==> config.mk <==
export PLATFORM = sky130hd
export DESIGN_NAME = scpf_top
export DESIGN_NICKNAME = d
export VERILOG_FILES = /design/src/scpf_top.v
export VERILOG_INCLUDE_DIRS = /design/src /design/src/shared
export SDC_FILE = /design/constraint.sdc
export NUM_CORES = 1
export LEC_CHECK = 0
export BUFFER_PORTS_ARGS = -buffer_cell sky130_fd_sc_hd__buf_2
export CAP_MARGIN = 20
export CORE_MARGIN = 1
export CORE_UTILIZATION = 60
export DETAILED_ROUTE_END_ITERATION = 12
export PLACE_DENSITY = 0.83
export SLEW_MARGIN = 20
export SYNTH_ARGS = -nofsm -noshare
export SYNTH_HDL_FRONTEND = slang
export SYNTH_SLANG_ARGS = --single-unit
==> constraint.sdc <==
create_clock -name sys_clk -period 6.3 [get_ports sys_clk]
set_clock_uncertainty 0.05 [all_clocks]
set_input_delay 0.315 -clock sys_clk [delete_from_list [all_inputs] [get_ports sys_clk]]
set_output_delay 0.315 -clock sys_clk [all_outputs]
set_load 0.005 [all_outputs]
==> src/shared/scpf_consts.vh <==
// constants for the serial pin and frame control block
// Contract
// - enabled module drives transmit pin as output, except in loop mode
// - enabled module takes receive pin as input
// - tx disabled: pin released after frame ends
// - tx enabled: idle high, plain or infrared
// - rx enabled samples pin; far end idles high
// - module disabled: pins back to port
// - loop feeds tx output into receiver
// - loop path bypasses infrared coding
// - disable sets empty, complete; masks tx irq
// - length bit selects nine or eight bits
// - wake bit selects address mark or idle
// - idle type picks count start point
// - parity placed in character msb
// - parity type odd when set, even clear
// - one start, one stop; 10 or 11 bits
// - parity frames: 7 or 8 data plus parity
// - tx empty enable gates tx interrupt
// - tx complete enable gates tx interrupt
// - rx full enable gates rx interrupt
// - reset clears all control bits here
// - cleared tx enable finishes current character
// - address mark clears standby, sets rx full
// - idle is 10 or 11 ones
`ifndef SCPF_CONSTS_VH
`define SCPF_CONSTS_VH
`define SCPF_ADR_CTRL1    4'h0
`define SCPF_ADR_CTRL2    4'h4
`define SCPF_ADR_DATA     4'h8
`define SCPF_ADR_STAT     4'hC
`define SCPF_ADR_BAUD     4'h0
// control one
`define SCPF_C1_LOOP      7
`define SCPF_C1_EN        6
`define SCPF_C1_IR        5
`define SCPF_C1_LEN9      4
`define SCPF_C1_WAKE      3
`define SCPF_C1_IDLE_COUNT_TYPE      2
`define SCPF_C1_PEN       1
`define SCPF_C1_PODD      0
// control two
`define SCPF_C2_TEIE      7
`define SCPF_C2_TX_COMPLETE_IRQ_ENABLE      6
`define SCPF_C2_RFIE      5
`define SCPF_C2_TXEN      3
`define SCPF_C2_RXEN      2
`define SCPF_C2_STBY      1
`define SCPF_C2_BIT8      0
// status
`define SCPF_ST_TE        7
`define SCPF_ST_TC        6
`define SCPF_ST_RF        5
`define SCPF_ST_IDLE      4
`define SCPF_ST_PERR      3
`define SCPF_ST_FERR      2
`define SCPF_ST_RX8       1
`define SCPF_RESET_CTRL   8'h00
`define SCPF_BAUD_DIV     16'h0010
`endif

==> src/scpf_top.v <==
// serial pin steering, frame format and interrupt gating with a small uart core
`timescale 1ns/1ns
`default_nettype none
`include "scpf_consts.vh"
module scpf_top #(
  parameter [15:0] BAUD_DIV = `SCPF_BAUD_DIV
) (
  input  wire        sys_clk,
  input  wire        rst_n,
  input  wire        wb_cyc_i,
  input  wire        wb_stb_i,
  input  wire        wb_we_i,
  input  wire [3:0]  wb_adr_i,
  input  wire [3:0]  wb_sel_i,
  input  wire [31:0] wb_dat_i,
  output reg  [31:0] wb_dat_o,
  output reg         wb_ack_o,
  output reg         wb_err_o,
  input  wire        serial_tx_pin_i,
  output reg         serial_tx_pin_o,
  output reg         serial_tx_pin_oe_n,
  input  wire        serial_rx_pin_i,
  output reg         serial_rx_pin_o,
  output reg         serial_rx_pin_oe_n,
  input  wire        port_dir_bit_six,
  input  wire        port_dir_bit_seven,
  input  wire        port_out_six,
  input  wire        port_out_seven,
  output reg         port_in_six,
  output reg         port_in_seven,
  output reg         tx_irq,
  output reg         rx_irq
);
  localparam TX_IDLE = 2'd0;
  localparam TX_SHIFT = 2'd1;
  localparam RX_IDLE = 2'd0;
  localparam RX_SHIFT = 2'd1;

  reg [7:0]  ctrl1_r;
  reg [7:0]  ctrl2_r;
  reg [7:0]  tx_data_r;
  reg [7:0]  rx_data_r;
  reg        tx_empty_flag_r;
  reg        tx_complete_flag_r;
  reg        rx_full_flag_r;
  reg        idle_flag_r;
  reg        perr_r;
  reg        ferr_r;
  reg        rx8_r;
  reg [1:0]  tx_st_r;
  reg [10:0] tx_sh_r;
  reg [3:0]  tx_cnt_r;
  reg [15:0] tx_div_r;
  reg        tx_line_r;
  reg [1:0]  rx_st_r;
  reg [15:0] rx_div_r;
  reg [3:0]  rx_cnt_r;
  reg [9:0]  rx_sh_r;
  reg [3:0]  ones_r;
  reg        idle_seen_r;
  reg [1:0]  rx_sync_r;
  reg [1:0]  txp_sync_r;

  wire module_enable = ctrl1_r[`SCPF_C1_EN];
  wire loopback_select = ctrl1_r[`SCPF_C1_LOOP];
  wire infrared_enable = ctrl1_r[`SCPF_C1_IR];
  wire len9 = ctrl1_r[`SCPF_C1_LEN9];
  wire wake_addr = ctrl1_r[`SCPF_C1_WAKE];
  wire idle_count_type = ctrl1_r[`SCPF_C1_IDLE_COUNT_TYPE];
  wire parity_enable = ctrl1_r[`SCPF_C1_PEN];
  wire parity_odd_select = ctrl1_r[`SCPF_C1_PODD];
  wire transmit_enable = ctrl2_r[`SCPF_C2_TXEN];
  wire receive_enable = ctrl2_r[`SCPF_C2_RXEN];
  wire rx_standby = ctrl2_r[`SCPF_C2_STBY];
  wire [3:0] frame_bits = len9 ? 4'd11 : 4'd10;

  wire bus_req = wb_cyc_i & wb_stb_i & ~wb_ack_o & ~wb_err_o;
  wire adr_ok = (wb_adr_i[1:0] == 2'b00);
  wire wr = bus_req & wb_we_i & adr_ok & wb_sel_i[0];
  wire rd = bus_req & ~wb_we_i & adr_ok;
  wire wr_c1 = wr & (wb_adr_i == `SCPF_ADR_CTRL1);
  wire wr_c2 = wr & (wb_adr_i == `SCPF_ADR_CTRL2);
  wire wr_dat = wr & (wb_adr_i == `SCPF_ADR_DATA);
  wire rd_dat = rd & (wb_adr_i == `SCPF_ADR_DATA);
  wire tx_load;
  wire rx_wake;

  // infrared: a zero becomes a short low pulse in the last sixteenth of the bit, since tx_line_r lags the divider by one cycle
  wire ir_pulse = (tx_div_r < {4'd0, BAUD_DIV[15:4]});
  wire tx_serial = tx_line_r;
  wire tx_coded = infrared_enable ? (tx_serial | ~ir_pulse) : tx_serial;
  wire tx_busy = (tx_st_r != TX_IDLE);
  // receiver input: loop skips both the pin and the infrared encoder
  wire rx_in = loopback_select ? tx_serial : rx_sync_r[1];
  wire rx_active = module_enable & receive_enable;

  wire [8:0] tx_char = {ctrl2_r[`SCPF_C2_BIT8], tx_data_r};
  wire par7 = ^tx_data_r[6:0] ^ parity_odd_select;
  wire par8 = ^tx_data_r ^ parity_odd_select;
  wire [8:0] tx_word = !parity_enable ? tx_char :
                       len9 ? {par8, tx_data_r} : {1'b0, par7, tx_data_r[6:0]};

  // bus slave, one cycle answer
  always @(posedge sys_clk or negedge rst_n) begin
    if (!rst_n) begin
      wb_ack_o <= 1'b0;
      wb_err_o <= 1'b0;
      wb_dat_o <= 32'h0000_0000;
    end else begin
      wb_ack_o <= bus_req & adr_ok;
      wb_err_o <= bus_req & ~adr_ok;
      wb_dat_o <= 32'h0000_0000;
      if (rd) begin
        case (wb_adr_i)
          `SCPF_ADR_CTRL1: wb_dat_o <= {24'h00_0000, ctrl1_r};
          `SCPF_ADR_CTRL2: wb_dat_o <= {24'h00_0000, ctrl2_r};
          `SCPF_ADR_DATA:  wb_dat_o <= {24'h00_0000, rx_data_r};
          default: wb_dat_o <= {24'h00_0000, tx_empty_flag_r, tx_complete_flag_r,
                                rx_full_flag_r, idle_flag_r, perr_r, ferr_r, rx8_r, 1'b0};
        endcase
      end
    end
  end

  // control registers and flags
  always @(posedge sys_clk or negedge rst_n) begin
    if (!rst_n) begin
      ctrl1_r <= `SCPF_RESET_CTRL;
      ctrl2_r <= `SCPF_RESET_CTRL;
      tx_data_r <= 8'h00;
      tx_empty_flag_r <= 1'b1;
      tx_complete_flag_r <= 1'b1;
    end else begin
      if (wr_c1)
        ctrl1_r <= wb_dat_i[7:0];
      if (wr_c2) begin
        ctrl2_r <= wb_dat_i[7:0];
        // enables only change while the module is on
        if (!module_enable) begin
          ctrl2_r[`SCPF_C2_TXEN] <= ctrl2_r[`SCPF_C2_TXEN];
          ctrl2_r[`SCPF_C2_RXEN] <= ctrl2_r[`SCPF_C2_RXEN];
        end
      end else if (rx_wake) begin
        ctrl2_r[`SCPF_C2_STBY] <= 1'b0;
      end
      if (wr_dat) begin
        tx_data_r <= wb_dat_i[7:0];
        tx_empty_flag_r <= 1'b0;
      end
      if (tx_load)
        tx_empty_flag_r <= 1'b1;
      tx_complete_flag_r <= tx_empty_flag_r & ~tx_busy & ~tx_load & ~wr_dat;
      if (!module_enable) begin
        tx_empty_flag_r <= 1'b1;
        tx_complete_flag_r <= 1'b1;
      end
    end
  end

  // transmitter
  assign tx_load = (tx_st_r == TX_IDLE) & module_enable & transmit_enable & ~tx_empty_flag_r;
  always @(posedge sys_clk or negedge rst_n) begin
    if (!rst_n) begin
      tx_st_r <= TX_IDLE;
      tx_sh_r <= 11'h7FF;
      tx_cnt_r <= 4'd0;
      tx_div_r <= 16'h0000;
      tx_line_r <= 1'b1;
    end else begin
      case (tx_st_r)
        TX_IDLE: begin
          tx_line_r <= 1'b1;
          tx_div_r <= 16'h0000;
          if (tx_load) begin
            tx_sh_r <= len9 ? {1'b1, tx_word, 1'b0} : {2'b11, tx_word[7:0], 1'b0};
            tx_cnt_r <= frame_bits;
            tx_st_r <= TX_SHIFT;
          end
        end
        TX_SHIFT: begin
          // the frame runs out even if the enable falls meanwhile
          tx_line_r <= tx_sh_r[0];
          if (tx_div_r == BAUD_DIV - 16'd1) begin
            tx_div_r <= 16'h0000;
            tx_sh_r <= {1'b1, tx_sh_r[10:1]};
            tx_cnt_r <= tx_cnt_r - 4'd1;
            if (tx_cnt_r == 4'd1)
              tx_st_r <= TX_IDLE;
          end else begin
            tx_div_r <= tx_div_r + 16'd1;
          end
        end
        default: tx_st_r <= TX_IDLE;
      endcase
    end
  end

  // receiver
  wire rx_mid = (rx_div_r == {1'b0, BAUD_DIV[15:1]});
  wire rx_last = (rx_st_r == RX_SHIFT) & rx_mid & (rx_cnt_r == 4'd1);
  wire [8:0] rx_char = len9 ? rx_sh_r[9:1] : {1'b0, rx_sh_r[9:2]};
  wire rx_msb = len9 ? rx_char[8] : rx_char[7];
  wire rx_perr = parity_enable & ((len9 ? ^rx_char[8:0] : ^rx_char[7:0]) ^ parity_odd_select);
  assign rx_wake = rx_active & rx_standby &
                   (wake_addr ? (rx_last & rx_msb) : (ones_r == frame_bits) & ~idle_seen_r);
  wire rx_deliver = rx_active & rx_last & (~rx_standby | (wake_addr & rx_msb));
  always @(posedge sys_clk or negedge rst_n) begin
    if (!rst_n) begin
      rx_sync_r <= 2'b11;
      txp_sync_r <= 2'b11;
      rx_st_r <= RX_IDLE;
      rx_div_r <= 16'h0000;
      rx_cnt_r <= 4'd0;
      rx_sh_r <= 10'h000;
      ones_r <= 4'd0;
      idle_seen_r <= 1'b0;
      rx_data_r <= 8'h00;
      rx_full_flag_r <= 1'b0;
      idle_flag_r <= 1'b0;
      perr_r <= 1'b0;
      ferr_r <= 1'b0;
      rx8_r <= 1'b0;
    end else begin
      rx_sync_r <= {rx_sync_r[0], serial_rx_pin_i};
      txp_sync_r <= {txp_sync_r[0], serial_tx_pin_i};
      if (rd_dat) begin
        rx_full_flag_r <= 1'b0;
        idle_flag_r <= 1'b0;
      end
      if (!rx_active) begin
        rx_st_r <= RX_IDLE;
        ones_r <= 4'd0;
      end else begin
        case (rx_st_r)
          RX_IDLE: begin
            if (!rx_in) begin
              rx_st_r <= RX_SHIFT;
              rx_div_r <= 16'h0000;
              rx_cnt_r <= frame_bits;
              ones_r <= 4'd0;
              idle_seen_r <= 1'b0;
            end
          end
          RX_SHIFT: begin
            rx_div_r <= (rx_div_r == BAUD_DIV - 16'd1) ? 16'h0000 : rx_div_r + 16'd1;
            if (rx_mid) begin
              rx_sh_r <= {rx_in, rx_sh_r[9:1]};
              rx_cnt_r <= rx_cnt_r - 4'd1;
              // count ones from after the start bit, or from the stop bit on
              if (!idle_count_type && rx_cnt_r != frame_bits)
                ones_r <= rx_in ? ones_r + 4'd1 : 4'd0;
              if (rx_cnt_r == 4'd1)
                rx_st_r <= RX_IDLE;
            end
          end
          default: rx_st_r <= RX_IDLE;
        endcase
        // ones seen on an idle line, one per bit time; a start bit keeps the
        // divider phase cleared above, so bits are sampled mid-cell
        if (rx_st_r == RX_IDLE && rx_in) begin
          rx_div_r <= (rx_div_r == BAUD_DIV - 16'd1) ? 16'h0000 : rx_div_r + 16'd1;
          if (rx_in && rx_div_r == BAUD_DIV - 16'd1 && ones_r != frame_bits)
            ones_r <= ones_r + 4'd1;
        end
        if (ones_r == frame_bits && !idle_seen_r) begin
          idle_seen_r <= 1'b1;
          if (!rx_standby)
            idle_flag_r <= 1'b1;
        end
        if (rx_deliver) begin
          rx_data_r <= rx_char[7:0];
          rx8_r <= len9 ? rx_char[8] : rx_char[7];
          rx_full_flag_r <= 1'b1;
          perr_r <= rx_perr;
          ferr_r <= ~rx_in;
        end
      end
    end
  end

  // pins, port routing and interrupt requests
  always @(posedge sys_clk or negedge rst_n) begin
    if (!rst_n) begin
      serial_tx_pin_o <= 1'b0;
      serial_tx_pin_oe_n <= 1'b1;
      serial_rx_pin_o <= 1'b0;
      serial_rx_pin_oe_n <= 1'b1;
      port_in_six <= 1'b1;
      port_in_seven <= 1'b1;
      tx_irq <= 1'b0;
      rx_irq <= 1'b0;
    end else begin
      port_in_six <= txp_sync_r[1];
      port_in_seven <= rx_sync_r[1];
      if (module_enable) begin
        // open drain: only a low is driven, high is left to the pullup
        serial_tx_pin_o <= 1'b0;
        serial_tx_pin_oe_n <= ((transmit_enable | tx_busy) & !loopback_select) ?
                              tx_coded : 1'b1;
        serial_rx_pin_o <= 1'b0;
        serial_rx_pin_oe_n <= 1'b1;
      end else begin
        serial_tx_pin_o <= 1'b0;
        serial_tx_pin_oe_n <= ~(port_dir_bit_six & ~port_out_six);
        serial_rx_pin_o <= 1'b0;
        serial_rx_pin_oe_n <= ~(port_dir_bit_seven & ~port_out_seven);
      end
      tx_irq <= module_enable & ((ctrl2_r[`SCPF_C2_TEIE] & tx_empty_flag_r) |
                (ctrl2_r[`SCPF_C2_TX_COMPLETE_IRQ_ENABLE] & tx_complete_flag_r));
      rx_irq <= ~rx_standby & ctrl2_r[`SCPF_C2_RFIE] & rx_full_flag_r;
    end
  end
endmodule // scpf_top
`default_nettype wire

==> qor.yml, run 1 <==
clocking:
  htreeDepth: 4
  cts_resized: 0
  cts_tree: "yes"
  clk_latency_ns: 0.53
  cts_sinks: 126
  cts-buffers-inserted: 17
  clk_path_buf_depth: 2
  clk_pin_slew_ns: 0.06
  cts_root_buf: "clkbuf_8"
  post-cts-setup-buffers: 0
timing:
  hold_ws_ns: 0.0258
  fin_crit_sh: 0.487
  slew_viol_final: 0
  tns_ns: 0
  clock.fmax_mhz: 326
  finalSetupViolCount: 0
  final.min_clock_period_ns: 3.07
  worst_slew_pin_slew_ns: 1.05
  hold_viol_final: 0
  slew_headroom: 0.298
  rsz0062_at_grt: "no"
flow_run:
  drv_cap: 0
yosys:
  synthTopCellsByArea: "dfrtp_1 (42%), dfstp_2 (8.8%), mux2_2 (5.0%)"
  syn_inst: 590
  synth_area_leader_cell: "dfrtp_1"
  synth-main-ff-cell: "dfrtp_1"
  synth_area_um2: 6250
  ys_seq_area_frac: 0.509
  yosysWarnings: 0
  async_reset_ff_frac: 1.00
  synth_top_area_frac: 0.421
  avgSynthCellArea_um2: 10.6
  synth_edf_count: 0
  yosysUniqueCellTypes: 60
  ys_seq_elements: 126
setup_path:
  crit_required_ns: 6.66
  cp_max_fo: 22
  crit_path_start_kind: "flip-flop"
  arrival_ns: 3.43
  cp-end-kind: "flip-flop"
  critical_path_class: "reg -> reg"
global_route:
  grt_max_degree: 68
  grt_pass1_vias: 4570
  grt_antenna_before_repair: 0
  grt_pass1_wl_um: 22800
  grt.total_usage: 0.274
  grt_overflow: 0
pwr:
  vdd_drop_max_mv: 0.160
  cellPowerDensity_nw_per_um2: 281
  leakage_uw: 0.00322
  power.total_uw: 2010
route:
  vias_per_cell: 5.88
  wl_per_cell_um: 17.3
  route.detailed.drc: 0
  vias: 4601
  wl_um: 13500
  ant_nets: 0
  drtIter0Drc: 405
  firstDrtPassIters: 7
floorplanning:
  core_um2: 9950
  rows: 36
  die_y_um: 104
  io_pins: 93
  start_util: 0.628
  fp.dieW_um: 104
  design.die.area_um2: 10800
worst_hold_path:
  min_path_type: "in -> reg"
layout:
  stdcell_area_um2: 7150
  finish.utilization: 0.718
  final_common_cell: "dfrtp_1"
  final_cell_mix: "dfrtp_1 (105), nor2_1 (61), nand2_1 (50)"
  num_antenna_cells: 0
  drive_gt1_frac: 0.212
  area_growth_pct: 14.4
  nets: 697
outcome:
  status: "complete, no violations"
placed_design:
  dp_hpwl_um: 8620
  routabilityCongestion: 0.866
  place_area_um2: 6450
  io_buffers: 39
state kept, by name (all words and copies together) (netlist names), 2 cells and up:
name / cells
rx_sync_r: 2
rx_sh_r: 9
wb_dat_o: 8
txp_sync_r: 2
tx_cnt_r: 4
tx_data_r: 8
rx_div_r: 16
ones_r: 4
tx_div_r: 16
rx_data_r: 8
ctrl2_r: 8
rx_cnt_r: 4
tx_sh_r: 10
ctrl1_r: 8
power breakdown:
part           total [µW]  leakage, µW  switching [µW]  internal, µW
registers             854      0.00165            28.1           826
logic                 106      0.00126            65.7          40.4
clock network        1040     0.000302             354           691
synthesized netlist by cell type, types with 8 or more instances:
master    count
xor2_1       17
nand3_1      21
a21oi_1      21
nand2_1      50
clkbuf_1     16
nand4_1       9
buf_4        26
ha_1          9
o21ai_1      14
mux2i_1      17
o21ai_0      27
mux2_1        8
dfrtp_1     105
nor2_1       61
mux2_2       28
xnor2_1      25
dfstp_2      21
inv_1        18
critical path, cell delays in order (launching register included):
cell	delay (ns)
dfrtp_1	0.41
or4_4	0.62
nor4_4	0.41
nand4_1	0.83
mux2_1	0.62
stage by stage:
step / std cells / setup slack, ns
4_1_cts: 783 / 3.31
3_3_place_gp: 744 / 3.39
6_report: 783 / 3.23
3_5_place_dp: 744 / 3.38
5_1_grt: 783 / 3.13
2_1_floorplan: 615 / 4.11
worst paths after layout:
check                               from             to  slack, ns  cells after the start
max                          rx_div_r[5]          rx8_r       3.23                      4
min                          wb_dat_i[1]     ctrl2_r[1]       0.03                      3
max reg2reg                  rx_div_r[5]          rx8_r       3.23                      4
min reg2reg                txp_sync_r[0]  txp_sync_r[1]       0.31                      0
max in group asynchronous          rst_n   tx_div_r[13]       4.54                      3
min in group asynchronous          rst_n    tx_div_r[8]       0.35                      2
logic make-up (layout without fill, tap and decap cells):
family | count (synthesis) | after routing | share of synthesized area
DFF | 126 | 126 | 0.509
buffers and inverters | 62 | 97 | 0.0531
xor gates and xnor gates | 43 | 43 | 0.0625
AOI/OAI and AO/OA | 92 | 92 | 0.0859
other | 1 | 26 | 0.000600
adders and majority gates | 9 | 9 | 0.0180
muxes | 55 | 55 | 0.0993
and+or+nand+nor | 202 | 202 | 0.172
area by class of cell:
cell class	count	area, µm²
clock inverters	11	189
clock buffers	21	439
fillers	642	2810
inverters	18	67.6
repair buffers	47	275
multi-input cells	427	2830
flip-flops and latches	126	3180
well taps	133	166
metal layers:
metal  wire length, µm  part of all wire  up-vias  global-route usage
met5                 0                 0        -                   0
met4               330             0.024        0               0.105
met3               785             0.058       32              0.0733
met2              6750              0.50      198               0.452
met1              5660              0.42     2271               0.346
li1                  -                 -     2100                   -
timing repair:
action	4_1_cts	5_1_grt
setup endpoints to repair	0	0
hold endpoints to repair	46	0
hold buffers	7	0
Note: power is estimated with default switching activity, not from simulation.
==> run 2, diff against run 1 <==
CORE_UTILIZATION = 52   (was 60)
PLACE_DENSITY = 0.77   (was 0.83)
clock period = 2.7 ns   (was 6.3 ns; I/O delays follow)
==> run 2 against run 1 <==
The flow now finishes with violations (design-rule violations). Sequential power up 130%. Final cell count is 3.6% higher. Largest cell class unchanged. Utilization fell by 9.0 points. Clock-buffer cell count up 4. Wire length down 6.6%. Final area increased by 1.7%. Highest routed layer unchanged. Sequential share of layout area decreased by 0.74 points. Hold slack lost 0.0068 ns. Critical path depth rose by 2. Non-clock buffer count rose by 18. Clock power grew 110%. Maximum frequency increased by 26%.
==> qor.yml, run 2 (same netlist as run 1, synthesis figures left out) <==
placed_design:
  dp_hpwl_um: 9030
  routabilityCongestion: 0.846
  io_buffers: 39
  pre_cts_slack_ns: 0.296
outcome:
  violations: "design-rule violations"
  status: "complete, but fails checks"
clocking:
  post-cts-setup-buffers: 0
  htreeDepth: 4
  clk_path_buf_depth: 2
  clk_latency_ns: 0.42
  cts-buffers-inserted: 17
  postCtsHoldBufs: 14
  cts_root_buf: "clkbuf_16"
  cts_sinks: 126
  clk_pin_slew_ns: 0.05
  cts_resized: 0
  cts_tree: "yes"
floorplanning:
  fp.dieW_um: 112
  io_pins: 93
  die_y_um: 112
  rows: 39
  start_util: 0.540
  design.die.area_um2: 12500
  core_um2: 11600
route:
  ant_nets: 0
  vias: 4527
  route.detailed.drc: 14
  wl_per_cell_um: 15.6
  drtIter0Drc: 318
  wl_um: 12600
  firstDrtPassIters: 10
  vias_per_cell: 5.58
layout:
  final_cell_mix: "dfrtp_1 (105), nor2_1 (61), nand2_1 (50)"
  area_growth_pct: 16.3
  top_regs: "rx_div_r: 16 flops, tx_div_r: 16 flops, tx_sh_r: 10 flops"
  final_common_cell: "dfrtp_1"
  nets: 715
  num_antenna_cells: 0
  drive_gt1_frac: 0.220
setup_path:
  crit_required_ns: 2.95
  cp_num_buf_inv: 1
  crit_slowest_cell: "or4_4"
  crit_path_start_kind: "flip-flop"
  critical_path_class: "reg -> reg"
  crit_chain: "or4_4 -> nor4_4 -> nand4_1 -> buf_4 -> nand2_1 -> o21ai_1"
  crit_family: "simple AND/OR/NAND/NOR gates"
  cp-end-kind: "flip-flop"
  cp_max_fo: 15
  crit_path_max_incr_delay_ns: 0.60
  arrival_ns: 2.68
pwr:
  cellPowerDensity_nw_per_um2: 613
  vdd_drop_max_mv: 0.493
  leakage_uw: 0.00329
global_route:
  grt_overflow: 0
  grt_pass1_wl_um: 21600
  grt_antenna_before_repair: 0
  grt.total_usage: 0.222
  grt_pass1_vias: 4415
  grt_max_degree: 57
timing:
  slew_headroom: 0.522
  slew_viol_final: 0
  rsz0062_at_grt: "no"
  fin_crit_sh: 0.901
  tns_ns: 0
  finalSetupViolCount: 0
  final.min_clock_period_ns: 2.43
  worst_slew_pin_slew_ns: 0.718
  timing.final.ws_setup_ns: 0.268
  clock.fmax_mhz: 411
  hold_viol_final: 0
flow_run:
  drv_cap: 0
worst_hold_path:
  min_path_type: "in -> reg"
## run 2: changes by cell type in the layout (fill, tap and decap cells not counted)
| cell | previous run | this run |
|---|---|---|
| buf_12 | 0 | 1 |
| clkbuf_16 | 16 | 17 |
| bufinv_16 | 5 | 2 |
| clkinvlp_4 | 2 | 0 |
| buf_4 | 2 | 12 |
| clkinv_2 | 3 | 5 |
| clkinv_4 | 1 | 0 |
| clkbuf_1 | 3 | 5 |
| clkbuf_8 | 2 | 3 |
| dlygate4sd3_1 | 7 | 14 |
## run 2: path summary, 6_finish.rpt
path | cells past startpoint | slack [ns] | end | start
max reg2reg | 6 | 0.27 | rx_data_r[2] | rx_div_r[4]
min | 3 | 0.02 | serial_tx_pin_oe_n | port_out_six
max in group asynchronous | 3 | 1.53 | idle_seen_r | rst_n
max | 6 | 0.27 | rx_data_r[2] | rx_div_r[4]
min in group asynchronous | 2 | 0.27 | tx_div_r[12] | rst_n
min reg2reg | 0 | 0.31 | txp_sync_r[1] | txp_sync_r[0]
## run 2: area by class of cell
class                           instances  area [µm²]
Timing Repair Buffer                   65         440
Clock buffer                           25         485
Inverter                               18        67.6
Fill cell                             907        4300
Multi-Input combinational cell        427        2830
Tap cell                              143         179
Clock inverter                          7        85.1
Sequential cell                       126        3180
## run 2: worst register-to-register path, cell delays in order, from the launching register on
cell	delay, ns
dfrtp_1	0.42
or4_4	0.60
nor4_4	0.40
nand4_1	0.38
buf_4	0.32
nand2_1	0.08
o21ai_1	0.06
## run 2: routing by layer
layer,track usage,share of wire,vias up
met4,0.0865,0.014,0
met2,0.345,0.48,163
li1,-,-,2131
met3,0.0577,0.059,18
met5,0,0,-
met1,0.299,0.45,2215
## run 2: metrics by stage
stage | power (µW) | cell area (µm²) | util | instances | hold slack, ns
global placement | 2260 | 6560 | 0.567 | 765 | 0.169
detailed placement | 2270 | 6560 | 0.567 | 765 | 0.181
global route | 4610 | 7270 | 0.628 | 811 | 0.0443
CTS | 4490 | 7270 | 0.628 | 811 | 0.00245
finish | 4450 | 7270 | 0.628 | 811 | 0.0190
floorplan | 2170 | 6340 | - | 615 | -0.211
## run 2: power breakdown
group	switching (µW)	leakage (µW)	internal, µW
combinational	170	0.00135	116
clock	776	0.000285	1420
sequential	40.9	0.00165	1930
total	987	0.00329	3470
